--- src/rtl/clock_power_reset_regs.vh ---
// register map, field positions and timing constants of the clock block
`ifndef CLOCK_POWER_RESET_REGS_VH
`define CLOCK_POWER_RESET_REGS_VH

`define ADDR_BT_CTRL      8'hD3
`define ADDR_SYS_CLK      8'hD4
`define ADDR_CHAR_SIZE    8'h10
`define ADDR_DISP_CTRL    8'h11
`define ADDR_PWR_CMD      8'h12
`define ADDR_STATUS       8'h13
`define ADDR_IRQ_CTRL     8'h14

`define SYS_CLK_RESET     8'h98
`define SYS_CLK_WAKE_BIT  7
`define SYS_CLK_STOP_BIT  6
`define SYS_CLK_DIV_HI    4
`define SYS_CLK_DIV_LO    3
`define SYS_CLK_SRC_HI    2
`define SYS_CLK_SRC_LO    0
`define SRC_INVALID       3'h5

`define BT_CTRL_RESET     8'h00
`define BT_WDT_HI         7
`define BT_WDT_LO         4
`define BT_WDT_OFF        4'hA
`define BT_STAB_HI        3
`define BT_STAB_LO        2
`define BT_CLEAR_BIT      1

`define CHAR_SIZE_RESET   8'h00
`define CHAR_DIV_HI       5
`define CHAR_DIV_LO       4
`define DISP_CTRL_RESET   8'h00
`define DISP_LC_EN_BIT    0

`define PWR_IDLE_BIT      0
`define PWR_STOP_BIT      1
`define IRQ_GLOBAL_BIT    0

`define ST_RUN_BIT        0
`define ST_IDLE_BIT       1
`define ST_STOP_BIT       2
`define ST_STAB_BIT       3
`define ST_WDT_EN_BIT     4
`define ST_OSC_ON_BIT     5
`define ST_WDT_RST_BIT    6

`define RESET_VECTOR      16'h0100
`define P0_OUT_DEFAULT    8'hC0
`define P1_OUT_DEFAULT    8'h3F
`define P2_OUT_DEFAULT    8'h00
`define P3_OUT_DEFAULT    8'hFF

`define FILTER_CYCLES     3'h4
`define REF_CLK_MHZ       20
`define RESET_HOLD_US     1000
`define RESET_HOLD_CYCLES (`REF_CLK_MHZ * `RESET_HOLD_US)

`endif

--- src/rtl/sync2.v ---
// two flip-flop synchroniser for levels arriving from pins
`timescale 1ns/100ps
`default_nettype none
module sync2
#(
  parameter WIDTH = 1,
  parameter [WIDTH-1:0] INIT = {WIDTH{1'b0}}
)
(
  input  wire             i_clk,   // destination clock
  input  wire             i_reset, // async reset, active high
  input  wire [WIDTH-1:0] i_async, // level from outside the domain
  output reg  [WIDTH-1:0] o_sync   // level safe to use
);

  reg [WIDTH-1:0] meta_q;

  // first stage feeds only the second one
  always @(posedge i_clk or posedge i_reset)
  begin
    if (i_reset)
    begin
      meta_q <= INIT;
      o_sync <= INIT;
    end
    else
    begin
      meta_q <= i_async;
      o_sync <= meta_q;
    end
  end

endmodule
`default_nettype wire

--- src/rtl/cpu_clk_div.v ---
// cpu clock enable divider with boundary-only ratio switching
`timescale 1ns/100ps
`default_nettype none
module cpu_clk_div
(
  input  wire       i_clk,   // reference clock
  input  wire       i_reset, // async reset, active high
  input  wire       i_clear, // synchronous restart
  input  wire [1:0] i_sel,   // 00 /1, 01 /2, 10 /8, 11 /16
  output reg        o_tick   // one pulse per divided period
);

  reg [3:0] cnt_q;
  reg [1:0] sel_q;

  // terminal count of each ratio
  function [3:0] last_count;
    input [1:0] sel;
    begin
      case (sel)
        2'h0:    last_count = 4'h0;
        2'h1:    last_count = 4'h1;
        2'h2:    last_count = 4'h7;
        default: last_count = 4'hF;
      endcase
    end
  endfunction

  // new ratio is taken only at a period end, so no runt period
  always @(posedge i_clk or posedge i_reset)
  begin
    if (i_reset)
    begin
      cnt_q  <= 4'h0;
      sel_q  <= 2'h3;
      o_tick <= 1'b0;
    end
    else if (i_clear)
    begin
      cnt_q  <= 4'h0;
      sel_q  <= 2'h3;
      o_tick <= 1'b0;
    end
    else if (cnt_q >= last_count(sel_q))
    begin
      cnt_q  <= 4'h0;
      sel_q  <= i_sel;
      o_tick <= 1'b1;
    end
    else
    begin
      cnt_q  <= cnt_q + 4'h1;
      o_tick <= 1'b0;
    end
  end

endmodule
`default_nettype wire

--- src/rtl/clock_power_reset_ctrl.v ---
// clock, power-down and reset sequencing control of the microcontroller
`timescale 1ns/100ps
`default_nettype none
`include "clock_power_reset_regs.vh"
module clock_power_reset_ctrl
#(
  parameter STAB_BASE_CYCLES = 256,
  parameter WDT_CYCLES       = 65535
)
(
  input  wire        i_ref_clk,       // 20 MHz reference clock
  input  wire        i_reset,         // async reset, active high
  input  wire        i_reset_n_pin,   // reset pin, active low
  input  wire        i_ext_irq,       // external interrupt pin
  input  wire        i_irq_any,       // any pending interrupt
  input  wire        i_hsync,         // horizontal sync pin
  input  wire        i_vsync,         // vertical sync pin
  input  wire [7:0]  i_addr,          // register address
  input  wire [7:0]  i_wdata,         // register write data
  input  wire        i_wr,            // write strobe
  input  wire        i_rd,            // read strobe
  output reg  [7:0]  o_rdata,         // read data, cycle after read
  output reg         o_main_osc_en,   // main oscillator running
  output reg         o_cpu_clk_en,    // cpu clock enable pulse
  output reg         o_periph_clk_en, // gated peripheral clock enable
  output reg         o_exempt_clk_en, // display/timer a/pwm/capture
  output reg  [2:0]  o_clk_src_sel,   // clock source code
  output reg         o_lc_osc_en,     // lc oscillator run
  output reg  [1:0]  o_disp_div_sel,  // display clock divider
  output reg         o_line_start,    // new display line pulse
  output reg         o_frame_start,   // new frame pulse
  output reg         o_sys_reset,     // system reset to peripherals
  output reg         o_irq_global_en, // interrupts enabled
  output reg         o_wdt_en,        // watchdog reset armed
  output reg         o_pc_load,       // load program counter pulse
  output reg  [15:0] o_pc_vector,     // reset vector
  output reg         o_fetch_en,      // instruction fetch allowed
  output reg  [7:0]  o_p0_out_en,     // port 0 open-drain outputs
  output reg  [7:0]  o_p1_out_en,     // port 1 open-drain outputs
  output reg  [7:0]  o_p2_out_en,     // port 2 open-drain outputs
  output reg  [7:0]  o_p3_out_en      // port 3 open-drain outputs
);

  // one-hot power states
  localparam [3:0] S_RUN  = 4'h1;
  localparam [3:0] S_IDLE = 4'h2;
  localparam [3:0] S_STOP = 4'h4;
  localparam [3:0] S_STAB = 4'h8;

  reg  [3:0]  state_q;
  reg  [3:0]  state_d;
  reg  [7:0]  sys_clk_q;
  reg  [7:0]  bt_ctrl_q;
  reg  [7:0]  char_size_q;
  reg  [7:0]  disp_ctrl_q;
  reg         irq_en_q;
  reg         wdt_rst_flag_q;
  reg         wdt_fire_q;
  reg  [15:0] bt_cnt_q;
  reg  [2:0]  filt_cnt_q;
  reg         ext_filt_q;
  reg         hsync_q;
  reg         vsync_q;
  reg         rst_soft_q;
  wire        pin_n_sync;
  wire        ext_sync;
  wire        hsync_sync;
  wire        vsync_sync;
  wire        cpu_tick;
  wire        rst_soft;
  wire        wr_sys;
  wire        wr_bt;
  wire        wr_pwr;
  wire        ext_wake;
  wire        wdt_armed;
  wire        osc_run;
  wire [15:0] stab_len;
  reg  [7:0]  status;

  // register write decode
  function wr_hit;
    input [7:0] addr;
    input [7:0] target;
    input       wr;
    begin
      wr_hit = wr && (addr == target);
    end
  endfunction

  // stabilisation length: base times 1, 4, 16 or 64
  function [15:0] stab_cycles;
    input [1:0] sel;
    reg   [15:0] base;
    begin
      base        = STAB_BASE_CYCLES[15:0];
      stab_cycles = base << {sel, 1'b0};
    end
  endfunction

  // pin-level inputs pass two flops before any logic
  sync2 #(.WIDTH(1), .INIT(1'b0)) u_rst_pin_sync
  (
    .i_clk   (i_ref_clk),
    .i_reset (i_reset),
    .i_async (i_reset_n_pin),
    .o_sync  (pin_n_sync)
  );

  sync2 #(.WIDTH(3), .INIT(3'h0)) u_pin_sync
  (
    .i_clk   (i_ref_clk),
    .i_reset (i_reset),
    .i_async ({i_ext_irq, i_hsync, i_vsync}),
    .o_sync  ({ext_sync, hsync_sync, vsync_sync})
  );

  cpu_clk_div u_cpu_clk_div
  (
    .i_clk   (i_ref_clk),
    .i_reset (i_reset),
    .i_clear (rst_soft),
    .i_sel   (sys_clk_q[`SYS_CLK_DIV_HI:`SYS_CLK_DIV_LO]),
    .o_tick  (cpu_tick)
  );

  // synchronised pin reset or watchdog overflow resets the system
  assign rst_soft  = !pin_n_sync || wdt_fire_q;
  assign wr_sys    = wr_hit(i_addr, `ADDR_SYS_CLK, i_wr);
  assign wr_bt     = wr_hit(i_addr, `ADDR_BT_CTRL, i_wr);
  assign wr_pwr    = wr_hit(i_addr, `ADDR_PWR_CMD, i_wr);
  assign wdt_armed = bt_ctrl_q[`BT_WDT_HI:`BT_WDT_LO] != `BT_WDT_OFF;
  assign ext_wake  = ext_filt_q && sys_clk_q[`SYS_CLK_WAKE_BIT];
  assign osc_run   = !state_q[2] && !sys_clk_q[`SYS_CLK_STOP_BIT];
  assign stab_len  = stab_cycles(bt_ctrl_q[`BT_STAB_HI:`BT_STAB_LO]);

  // noise filter: interrupt level must hold several cycles to count
  always @(posedge i_ref_clk or posedge i_reset)
  begin
    if (i_reset)
    begin
      filt_cnt_q <= 3'h0;
      ext_filt_q <= 1'b0;
    end
    else if (!ext_sync)
    begin
      filt_cnt_q <= 3'h0;
      ext_filt_q <= 1'b0;
    end
    else if (filt_cnt_q == `FILTER_CYCLES)
    begin
      ext_filt_q <= 1'b1;
    end
    else
    begin
      filt_cnt_q <= filt_cnt_q + 3'h1;
    end
  end

  // software registers; soft reset restores every default
  always @(posedge i_ref_clk or posedge i_reset)
  begin
    if (i_reset)
    begin
      sys_clk_q   <= `SYS_CLK_RESET;
      bt_ctrl_q   <= `BT_CTRL_RESET;
      char_size_q <= `CHAR_SIZE_RESET;
      disp_ctrl_q <= `DISP_CTRL_RESET;
      irq_en_q    <= 1'b0;
    end
    else if (rst_soft)
    begin
      sys_clk_q   <= `SYS_CLK_RESET;
      bt_ctrl_q   <= `BT_CTRL_RESET;
      char_size_q <= `CHAR_SIZE_RESET;
      disp_ctrl_q <= `DISP_CTRL_RESET;
      irq_en_q    <= 1'b0;
    end
    else
    begin
      if (wr_sys)
      begin
        sys_clk_q[7:3] <= i_wdata[7:3];
        // the missing subsystem source is refused, old code kept
        if (i_wdata[`SYS_CLK_SRC_HI:`SYS_CLK_SRC_LO] != `SRC_INVALID)
        begin
          sys_clk_q[2:0] <= i_wdata[2:0];
        end
      end
      if (wr_bt)
      begin
        bt_ctrl_q <= i_wdata;
      end
      if (wr_hit(i_addr, `ADDR_CHAR_SIZE, i_wr))
      begin
        char_size_q <= i_wdata;
      end
      if (wr_hit(i_addr, `ADDR_DISP_CTRL, i_wr))
      begin
        disp_ctrl_q <= i_wdata;
      end
      if (wr_hit(i_addr, `ADDR_IRQ_CTRL, i_wr))
      begin
        irq_en_q <= i_wdata[`IRQ_GLOBAL_BIT];
      end
    end
  end

  // power state sequencing
  always @*
  begin
    state_d = state_q;
    case (state_q)
      S_RUN:
      begin
        if (wr_pwr && i_wdata[`PWR_STOP_BIT])
          state_d = S_STOP;
        else if (wr_pwr && i_wdata[`PWR_IDLE_BIT])
          state_d = S_IDLE;
      end
      S_IDLE:
      begin
        if (i_irq_any || ext_wake)
          state_d = S_RUN;
      end
      S_STOP:
      begin
        if (ext_wake)
          state_d = S_STAB;
      end
      S_STAB:
      begin
        if (bt_cnt_q >= stab_len)
          state_d = S_RUN;
      end
      default:
        state_d = S_STAB;
    endcase
  end

  always @(posedge i_ref_clk or posedge i_reset)
  begin
    if (i_reset)
      state_q <= S_STAB;
    else if (rst_soft)
      state_q <= S_STAB;
    else
      state_q <= state_d;
  end

  // basic timer: frozen with the oscillator, restarted for each wait
  always @(posedge i_ref_clk or posedge i_reset)
  begin
    if (i_reset)
    begin
      bt_cnt_q   <= 16'h0000;
      wdt_fire_q <= 1'b0;
    end
    else if (rst_soft || (state_q[2] && ext_wake))
    begin
      bt_cnt_q   <= 16'h0000;
      wdt_fire_q <= 1'b0;
    end
    else if (wr_bt && i_wdata[`BT_CLEAR_BIT])
    begin
      bt_cnt_q   <= 16'h0000;
      wdt_fire_q <= 1'b0;
    end
    else if (osc_run)
    begin
      if (bt_cnt_q == WDT_CYCLES[15:0])
      begin
        bt_cnt_q   <= 16'h0000;
        wdt_fire_q <= wdt_armed;
      end
      else
      begin
        bt_cnt_q   <= bt_cnt_q + 16'h0001;
        wdt_fire_q <= 1'b0;
      end
    end
    else
    begin
      wdt_fire_q <= 1'b0;
    end
  end

  // watchdog cause flag survives the reset it causes; set beats clear
  always @(posedge i_ref_clk or posedge i_reset)
  begin
    if (i_reset)
      wdt_rst_flag_q <= 1'b0;
    else if (wdt_fire_q)
      wdt_rst_flag_q <= 1'b1;
    else if (wr_hit(i_addr, `ADDR_STATUS, i_wr) &&
             i_wdata[`ST_WDT_RST_BIT])
      wdt_rst_flag_q <= 1'b0;
  end

  // status word seen by software
  always @*
  begin
    status                  = 8'h00;
    status[`ST_RUN_BIT]     = state_q[0];
    status[`ST_IDLE_BIT]    = state_q[1];
    status[`ST_STOP_BIT]    = state_q[2];
    status[`ST_STAB_BIT]    = state_q[3];
    status[`ST_WDT_EN_BIT]  = wdt_armed;
    status[`ST_OSC_ON_BIT]  = osc_run;
    status[`ST_WDT_RST_BIT] = wdt_rst_flag_q;
  end

  // read port; unmapped and command addresses read zero
  always @(posedge i_ref_clk or posedge i_reset)
  begin
    if (i_reset)
      o_rdata <= 8'h00;
    else if (i_rd)
    begin
      case (i_addr)
        `ADDR_SYS_CLK:   o_rdata <= sys_clk_q;
        `ADDR_BT_CTRL:   o_rdata <= bt_ctrl_q;
        `ADDR_CHAR_SIZE: o_rdata <= char_size_q;
        `ADDR_DISP_CTRL: o_rdata <= disp_ctrl_q;
        `ADDR_STATUS:    o_rdata <= status;
        `ADDR_IRQ_CTRL:  o_rdata <= {7'h00, irq_en_q};
        default:         o_rdata <= 8'h00;
      endcase
    end
    else
      o_rdata <= 8'h00;
  end

  // clock gating: idle stops cpu and peripherals, exempt units run on
  always @(posedge i_ref_clk or posedge i_reset)
  begin
    if (i_reset)
    begin
      o_main_osc_en   <= 1'b1;
      o_cpu_clk_en    <= 1'b0;
      o_periph_clk_en <= 1'b0;
      o_exempt_clk_en <= 1'b0;
      o_clk_src_sel   <= 3'h0;
    end
    else
    begin
      o_main_osc_en   <= osc_run;
      o_cpu_clk_en    <= cpu_tick && osc_run &&
                         (state_q[0] || state_q[3]);
      o_periph_clk_en <= cpu_tick && osc_run && state_q[0];
      o_exempt_clk_en <= cpu_tick && osc_run;
      o_clk_src_sel   <= sys_clk_q[`SYS_CLK_SRC_HI:`SYS_CLK_SRC_LO];
    end
  end

  // display timing: lc oscillator gated by enable and sync blanking
  always @(posedge i_ref_clk or posedge i_reset)
  begin
    if (i_reset)
    begin
      hsync_q        <= 1'b0;
      vsync_q        <= 1'b0;
      o_lc_osc_en    <= 1'b0;
      o_disp_div_sel <= 2'h0;
      o_line_start   <= 1'b0;
      o_frame_start  <= 1'b0;
    end
    else
    begin
      hsync_q        <= hsync_sync;
      vsync_q        <= vsync_sync;
      o_lc_osc_en    <= disp_ctrl_q[`DISP_LC_EN_BIT] &&
                        !hsync_sync && !vsync_sync;
      o_disp_div_sel <= char_size_q[`CHAR_DIV_HI:`CHAR_DIV_LO];
      o_line_start   <= hsync_sync && !hsync_q;
      o_frame_start  <= vsync_sync && !vsync_q;
    end
  end

  // reset sequence outputs; fetch waits out the stabilisation state
  always @(posedge i_ref_clk or posedge i_reset)
  begin
    if (i_reset)
    begin
      rst_soft_q      <= 1'b1;
      o_sys_reset     <= 1'b1;
      o_irq_global_en <= 1'b0;
      o_wdt_en        <= 1'b1;
      o_pc_load       <= 1'b0;
      o_pc_vector     <= `RESET_VECTOR;
      o_fetch_en      <= 1'b0;
    end
    else
    begin
      rst_soft_q      <= rst_soft;
      o_sys_reset     <= rst_soft;
      o_irq_global_en <= irq_en_q && !rst_soft;
      o_wdt_en        <= wdt_armed;
      o_pc_load       <= rst_soft_q && !rst_soft;
      o_pc_vector     <= `RESET_VECTOR;
      o_fetch_en      <= !rst_soft && !state_q[3] && !state_q[2];
    end
  end

  // port defaults; pins driven here are open-drain outputs
  always @(posedge i_ref_clk or posedge i_reset)
  begin
    if (i_reset)
    begin
      o_p0_out_en <= `P0_OUT_DEFAULT;
      o_p1_out_en <= `P1_OUT_DEFAULT;
      o_p2_out_en <= `P2_OUT_DEFAULT;
      o_p3_out_en <= `P3_OUT_DEFAULT;
    end
    else if (rst_soft)
    begin
      o_p0_out_en <= `P0_OUT_DEFAULT;
      o_p1_out_en <= `P1_OUT_DEFAULT;
      o_p2_out_en <= `P2_OUT_DEFAULT;
      o_p3_out_en <= `P3_OUT_DEFAULT;
    end
  end

endmodule
`default_nettype wire

--- config.mk ---
export PLATFORM = sky130hd
export DESIGN_NAME = clock_power_reset_ctrl
export DESIGN_NICKNAME = d
export VERILOG_FILES = /design/src/rtl/sync2.v /design/src/rtl/cpu_clk_div.v /design/src/rtl/clock_power_reset_ctrl.v
export VERILOG_INCLUDE_DIRS = /design/src /design/src/rtl
export SDC_FILE = /design/constraint.sdc
export NUM_CORES = 1
export LEC_CHECK = 0
export BUFFER_PORTS_ARGS = -buffer_cell sky130_fd_sc_hd__buf_4
export CORE_MARGIN = 2
export CORE_UTILIZATION = 50
export CTS_CLUSTER_DIAMETER = 50
export DETAILED_ROUTE_END_ITERATION = 10
export GPL_TIMING_DRIVEN = 0
export PLACE_DENSITY = 0.81
export SLEW_MARGIN = 20
export SYNTH_ARGS = -nofsm -noshare
export SYNTH_HDL_FRONTEND = slang
export SYNTH_SLANG_ARGS = --single-unit
--- constraint.sdc ---
create_clock -name i_ref_clk -period 2.96 [get_ports i_ref_clk]
set_clock_uncertainty 0.05 [all_clocks]
set_input_delay 0.296 -clock i_ref_clk [delete_from_list [all_inputs] [get_ports i_ref_clk]]
set_output_delay 0.296 -clock i_ref_clk [all_outputs]
set_load 0.1 [all_outputs]
After elaboration in Yosys (flattened, before gate mapping)
Index checks and enable logic that the tools add are counted.
- bitwise gates (word level): 0
- muxes and demuxes: 42
- reductions and logical operators: 50
- shift-type cells: 1
- equal/unequal tests: 23
- $lt $le $gt $ge: 2
- multiply operators: 0
- divide/modulo/power cells: 0
- $add $sub $neg: 3
- operator list (kind ; number):
    8-bit two-way mux ; 9
    16-bit two-way mux ; 4
    8-bit case mux with 6 select lines ; 1
    8-bit by 5-bit == test with 1-bit output (second input constant) ; 5
    4-bit two-way mux ; 9
    1-bit logical AND ; 25
    16-bit by 1-bit adder with 16-bit output (second input constant) ; 1
    16-bit == test (second input constant) ; 1
    8-bit == test (second input constant) ; 2
    16-bit >= comparator ; 1
    4-bit case mux with 4 select lines ; 1
    2-bit nonzero test ; 8
    9-bit by 3-bit left shift with 16-bit output (first input constant) ; 1
    1-bit two-way mux ; 12
    3-bit != test (second input constant) ; 4
    4-bit case mux with 3 select lines ; 1
    1-bit logical NOT ; 9
    3-bit two-way mux ; 3
    4-bit != test (second input constant) ; 2
    4-bit by 1-bit adder with 4-bit output (second input constant) ; 1
    4-bit by 1-bit == test with 1-bit output (second input constant) ; 1
    4-bit by 2-bit == test with 1-bit output (second input constant) ; 1
    4-bit by 3-bit == test with 1-bit output (second input constant) ; 1
    4-bit == test (second input constant) ; 1
    other kinds (12) ; 17
- bits in registers: 101
- bits in writable memories: 0
- latch bits: 0
- bits of input ports: 25
- memories kept: 0
- bits in read-only memories: 0

Logic depth before layout (Yosys ltp)
- depth after elaboration: 7
- gate-level depth with buffers: 8

Modules after synthesis
A second synthesis with hierarchy kept.
- cells, all modules: 483
- area total of the unflattened synthesis: 5018.6 um2
- modules (own cells, without submodules) (module ; area an instance (um2) ; seq. area each (um2) ; times used ; cells each):
    clock_power_reset_ctrl ; 4411.7 ; 2160.8 ; 1 ; 435
    cpu_clk_div ; 399.1 ; 177.7 ; 1 ; 38
    sync2 at u_pin_sync ; 153.9 ; 150.1 ; 1 ; 7
    sync2 at u_rst_pin_sync ; 53.8 ; 50.0 ; 1 ; 3

Worst setup path after synthesis
OpenSTA, ideal clock, no wires.
- path kind: register to register
- start: register u_cpu_clk_div.sel_q[1]
- end: register u_cpu_clk_div.cnt_q[2]
- path slack: 1.010 ns
- data arrival time: 1.814 ns
- cell stages (with the launch flop): 9
- setup time: 0.086 ns
- period minus slack after synthesis: 1.950 ns
- buffers on the path: 1
- path through: dfstp_2 inv_1 nand2_1 ha_1 nand2b_1 a2111o_1 and2_0 clkbuf_1 nor3_1
- word-level cells in the longest chain between the ends: 6
- elaborated cells between the ends (all ways): 8
- RTL lines (element ; line ; source):
    start: declaration ; cpu_clk_div.v:14 ; reg [1:0] sel_q;
    start signal: assignment ; cpu_clk_div.v:47 ; sel_q <= i_sel;
    2-bit == test (tied with other cells) ; cpu_clk_div.v:20 ; case (sel)
    4-bit case mux with 3 select lines * ; cpu_clk_div.v:20 ;
    4-bit two-way mux * ; cpu_clk_div.v:38 ; else if (i_clear)
    4-bit >= comparator * ; cpu_clk_div.v:44 ; else if (cnt_q >= last_count(sel_q))
    4-bit two-way mux * ; cpu_clk_div.v:44 ;
    4-bit two-way mux * ; cpu_clk_div.v:38 ;
    end signal: assignment ; cpu_clk_div.v:52 ; cnt_q <= cnt_q + 4'h1;
    end: declaration ; cpu_clk_div.v:13 ; reg [3:0] cnt_q;
Mark *: on every way between the ends. The rest lies on a longest branch, timed or not. The select of a mux whose other input is x is not followed.
A chain may end at the register's enable or synchronous reset.

Worst setup path after layout
Ends and elaborated chain as after synthesis.

==> report_table.html <==
<table>
<tr><th>Metric</th><th>Value</th></tr>
<tr><th colspan="2">Outcome</th></tr>
<tr><td>Status</td><td>finished clean</td></tr>
<tr><th colspan="2">Critical path</th></tr>
<tr><td>Worst Path Class, Setup</td><td>flip-flop to flip-flop</td></tr>
<tr><td>Stage delay of the slowest cell on the critical path</td><td>0.54 ns</td></tr>
<tr><td>Critical path cell sequence</td><td>inv_1, nand2_1, ha_1, nand2b_1, a2111o_1, and2_0, clkbuf_1, nor3_1</td></tr>
<tr><td>CP max-delay cell</td><td>sky130_fd_sc_hd__dfstp_2</td></tr>
<tr><td>Required time of the critical path</td><td>3.21 ns</td></tr>
<tr><td>Kind of start point of the critical path</td><td>flip-flop</td></tr>
<tr><td>Worst R2R End</td><td>u_cpu_clk_div.cnt_q[2]$_DFF_PP0_</td></tr>
<tr><td>R2R Setup Slk</td><td>0.80 ns</td></tr>
<tr><td>Worst reg2reg path depth</td><td>8</td></tr>
<tr><td>CP Max Fanout</td><td>6</td></tr>
<tr><td>Setup crit start</td><td>u_cpu_clk_div.sel_q[1]$_DFFE_PP1P_</td></tr>
<tr><td>Worst R2R Start</td><td>u_cpu_clk_div.sel_q[1]$_DFFE_PP1P_</td></tr>
<tr><td>Worst Setup End Kind</td><td>flip-flop</td></tr>
<tr><td>Arrival time worst endpoint</td><td>2.41 ns</td></tr>
<tr><th colspan="2">Timing</th></tr>
<tr><td>Slew @ Worst Pin</td><td>0.641 ns</td></tr>
<tr><td>Unrepaired setup endpoints after global routing</td><td>no</td></tr>
<tr><td>Final Hold Slack</td><td>0.0822 ns</td></tr>
<tr><td>Final cycle utilization of the critical path</td><td>73.1%</td></tr>
<tr><td>Highest clock frequency the design can meet</td><td>462 MHz</td></tr>
<tr><td>Number of setup violations in the final report</td><td>0</td></tr>
<tr><td>Final hold violation count</td><td>0</td></tr>
<tr><td>Setup Total Neg Slack</td><td>0 ns</td></tr>
<tr><td>Max-slew headroom</td><td>56.7%</td></tr>
<tr><td>Number of pins with negative max-slew slack in the final report</td><td>0</td></tr>
<tr><td>Crit path time final</td><td>2.16 ns</td></tr>
<tr><th colspan="2">Finish</th></tr>
<tr><td>Area Growth Syn to Fin</td><td>19.7%</td></tr>
<tr><td>Filler cell count in the final layout</td><td>791</td></tr>
<tr><td>Fraction of layout cells with a size suffix above 1</td><td>26.9%</td></tr>
<tr><td>Combined flip-flop and latch cell area</td><td>2540 um2</td></tr>
<tr><td>Nets</td><td>624</td></tr>
<tr><td>Area of combinational cells with multiple inputs</td><td>2190 um2</td></tr>
<tr><td>Number of diodes added for antenna fixing</td><td>0</td></tr>
<tr><td>Final cell count without fillers</td><td>724</td></tr>
<tr><td>Post-route cell area</td><td>6090 um2</td></tr>
<tr><th colspan="2">Global routing</th></tr>
<tr><td>Number of antenna violations at the first check in global routing</td><td>0</td></tr>
<tr><td>Global-route wire length before repair</td><td>18.8 mm</td></tr>
<tr><td>Global-route congestion overflow total</td><td>0</td></tr>
<tr><td>Via count of the first global-routing pass</td><td>3,913</td></tr>
<tr><td>Maximum number of pins on one net before global-route repair</td><td>36</td></tr>
<tr><td>Global Route Usage Sum</td><td>21.2%</td></tr>
<tr><th colspan="2">Placement</th></tr>
<tr><td>Placed cell areas</td><td>5860 um2</td></tr>
<tr><td>Number of input and output port buffers inserted</td><td>48</td></tr>
<tr><td>Number of placed cells counting well taps</td><td>703</td></tr>
<tr><td>Detailed placement HPWL</td><td>8.25 mm</td></tr>
<tr><td>Final estimated routing congestion in global placement</td><td>0.887</td></tr>
<tr><th colspan="2">Clocking</th></tr>
<tr><td>Clock H-tree levels</td><td>3</td></tr>
<tr><td>Root buffer cell</td><td>sky130_fd_sc_hd__clkbuf_8</td></tr>
<tr><td>Maximum count of clock buffers along a single path</td><td>2</td></tr>
<tr><td>Sinks on the clock net</td><td>101</td></tr>
<tr><td>Post-CTS setup repair buffer count</td><td>0</td></tr>
<tr><td>Clock latency on the worst-skew pair</td><td>0.38 ns</td></tr>
<tr><td>Clock tree from TritonCTS</td><td>built</td></tr>
<tr><td>Register clock-pin slew on the reported worst setup and hold paths</td><td>0.10 ns</td></tr>
<tr><td>Clock buffer count from CTS</td><td>9</td></tr>
<tr><td>Post-CTS Resized</td><td>0</td></tr>
<tr><th colspan="2">Hold path</th></tr>
<tr><td>Count of cells along the worst hold path</td><td>2</td></tr>
<tr><td>Hold Crit Class</td><td>input pin to flip-flop</td></tr>
<tr><td>Worst Hold End</td><td>state_q[1]$_DFFE_PP0P_</td></tr>
<tr><td>Source of the worst hold timing path</td><td>i_wdata[1]</td></tr>
<tr><th colspan="2">Synthesis</th></tr>
<tr><td>Most instantiated library cell after synthesis</td><td>sky130_fd_sc_hd__dfrtp_1</td></tr>
<tr><td>Synth top area share</td><td>45.3%</td></tr>
<tr><td>Share of the yosys chip area belonging to registers</td><td>49.9%</td></tr>
<tr><td>Post-synthesis register bit count</td><td>101</td></tr>
<tr><td>Number of distinct library cell variants in the gate-level netlist after synthesis</td><td>66</td></tr>
<tr><td>Library cell occupying the most area in the post-synthesis netlist</td><td>sky130_fd_sc_hd__dfrtp_1</td></tr>
<tr><td>Fraction of registers with async set/reset</td><td>100%</td></tr>
<tr><td>Synthesized instance count</td><td>473</td></tr>
<tr><td>Mean cell area of the mapped netlist</td><td>10.8 um2</td></tr>
<tr><td>Top cell types by occurrence after synthesis</td><td>sky130_fd_sc_hd__dfrtp_1, sky130_fd_sc_hd__buf_4, sky130_fd_sc_hd__nor2_1</td></tr>
<tr><td>Synthesis Warnings</td><td>0</td></tr>
<tr><td>Top cells by area in the synthesized netlist</td><td>sky130_fd_sc_hd__dfrtp_1, sky130_fd_sc_hd__buf_4, sky130_fd_sc_hd__dfstp_2</td></tr>
<tr><td>Number of synthesized flops with an enable pin</td><td>0</td></tr>
<tr><td>Cell Area, Synth</td><td>5090 um2</td></tr>
<tr><td>Main flop type after synthesis</td><td>sky130_fd_sc_hd__dfrtp_1</td></tr>
<tr><th colspan="2">Routing</th></tr>
<tr><td>Aggregate routed wire length</td><td>11.1 mm</td></tr>
<tr><td>Average vias per placed instance</td><td>5.45</td></tr>
<tr><td>Wire length per cell</td><td>15.4 um</td></tr>
<tr><td>Via count of the routed design</td><td>3,945</td></tr>
<tr><td>Iteration-0 DRC Markers</td><td>296</td></tr>
<tr><td>Detail Route Antenna Nets</td><td>0</td></tr>
<tr><td>Pre-antenna DRT Iters</td><td>5</td></tr>
<tr><td>Number of design rule violations left after detail routing</td><td>0</td></tr>
<tr><th colspan="2">Power and ir drop</th></tr>
<tr><td>PnR Total Power</td><td>2.91 mW</td></tr>
<tr><td>Maximum vdd drop</td><td>0.000274 V</td></tr>
<tr><td>Total leakage power</td><td>3.02 nW</td></tr>
<tr><td>Power density of the placed cells</td><td>477 nW/um2</td></tr>
<tr><th colspan="2">Run</th></tr>
<tr><td>Number of maximum-capacitance violations</td><td>0</td></tr>
<tr><th colspan="2">Floorplan</th></tr>
<tr><td>Die Ht</td><td>105 um</td></tr>
<tr><td>Number of standard-cell rows in the floorplan</td><td>36</td></tr>
<tr><td>I/O pin total</td><td>98</td></tr>
<tr><td>Starting utilization of the core area</td><td>51.8%</td></tr>
<tr><td>Overall die width</td><td>105 um</td></tr>
<tr><td>Die area</td><td>11,000 um2</td></tr>
<tr><td>Floorplan core area</td><td>9820 um2</td></tr>
</table>
[worst max-delay path: cells and delay by family (launching register included)]
family | cells | cell delay, ns
AOI/OAI and AO/OA | 1 | 0.46
adders and majority gates | 1 | 0.21
buffers and inverters | 2 | 0.25
DFF | 1 | 0.54
and+or+nand+nor | 4 | 0.57
[what timing repair did]
action,in CTS,in global routing
hold buffers,5,0
setup endpoints to repair,0,0
endpoints found under the hold margin,23,0
[logic make-up after synthesis]
family                   after synthesis  synth area share (%)
XOR/XNOR                              16                  2.75
AO/OA/AOI/OAI                         70                  9.79
buffers and inverters                 85                  10.5
flip-flops                           101                  49.9
AND/OR/NAND/NOR                      164                  19.2
adder cells (fa/ha/maj)               13                  3.20
other                                  2                 0.148
multiplexers                          22                  4.53
[metrics by stage]
step | setup WS [ns] | util [%]
floorplan | 1.01 | -
global placement | 0.815 | 59.0
detailed placement | 0.822 | 59.7
CTS | 0.800 | 62.0
global route | 0.678 | 62.0
finish | 0.796 | 62.0
[registers in the layout, indices dropped and copies added (netlist names), 4 cells and up]
signal and cells:
bt_cnt_q 16, sys_clk_q 8, char_size_q 8, state_q 4
bt_ctrl_q 8, u_cpu_clk_div.cnt_q 4, disp_ctrl_q 8, o_rdata 8
[cell usage in the layout (no fill, tap or decap), types with 11 or more instances in the layout]
master	instances
sky130_fd_sc_hd__nand2_1	26
sky130_fd_sc_hd__inv_1	13
sky130_fd_sc_hd__nand4_1	11
sky130_fd_sc_hd__xor2_1	11
sky130_fd_sc_hd__buf_4	101
sky130_fd_sc_hd__ha_1	13
sky130_fd_sc_hd__nand3_1	28
sky130_fd_sc_hd__conb_1	48
sky130_fd_sc_hd__nor2_1	30
sky130_fd_sc_hd__mux2i_1	14
sky130_fd_sc_hd__dfrtp_1	92
sky130_fd_sc_hd__o21ai_0	13
[final cells by class]
type | instances | area share, %
sequential | 101 | 41.7
clock inverter | 6 | 0.924
clock buffer | 10 | 2.09
buffer | 70 | 7.80
timing repair buffer | 56 | 7.85
tap | 133 | 2.73
inverter | 15 | 0.986
multi-input combinational | 333 | 35.9
[metal layers]
metal  up-vias  GRT usage (%)  routed length, um
li1       1812              -                  -
met1      1890           26.7               4380
met2       198           34.7               5460
met3        45           4.12                860
met4         0           10.9                432
met5         -              0                  0
[power by group]
| group | leakage (nW) | internal (mW) | switching, mW | total, mW |
|---|---|---|---|---|
| combinational | 1.59 | 0.148 | 0.450 | 0.597 |
| clock | 0.0913 | 0.326 | 0.520 | 0.846 |
| sequential | 1.34 | 1.42 | 0.0444 | 1.46 |
| total | 3.02 | 1.89 | 1.01 | 2.91 |
[how the worst max path moves through the flow]
| stage | slack, ns | to |
|---|---|---|
| after global routing | 0.68 | u_cpu_clk_div.cnt_q[2]$_DFF_PP0_ |
| after global placement | 0.81 | u_cpu_clk_div.cnt_q[3]$_DFF_PP0_ |
| after detailed placement | 0.82 | u_cpu_clk_div.cnt_q[3]$_DFF_PP0_ |
| final | 0.80 | u_cpu_clk_div.cnt_q[2]$_DFF_PP0_ |
| after floorplan | 1.01 | u_cpu_clk_div.cnt_q[2]$_DFF_PP0_ |
| after CTS | 0.80 | u_cpu_clk_div.sel_q[1]$_DFFE_PP1P_ |
(Power assumes the default switching activity.)
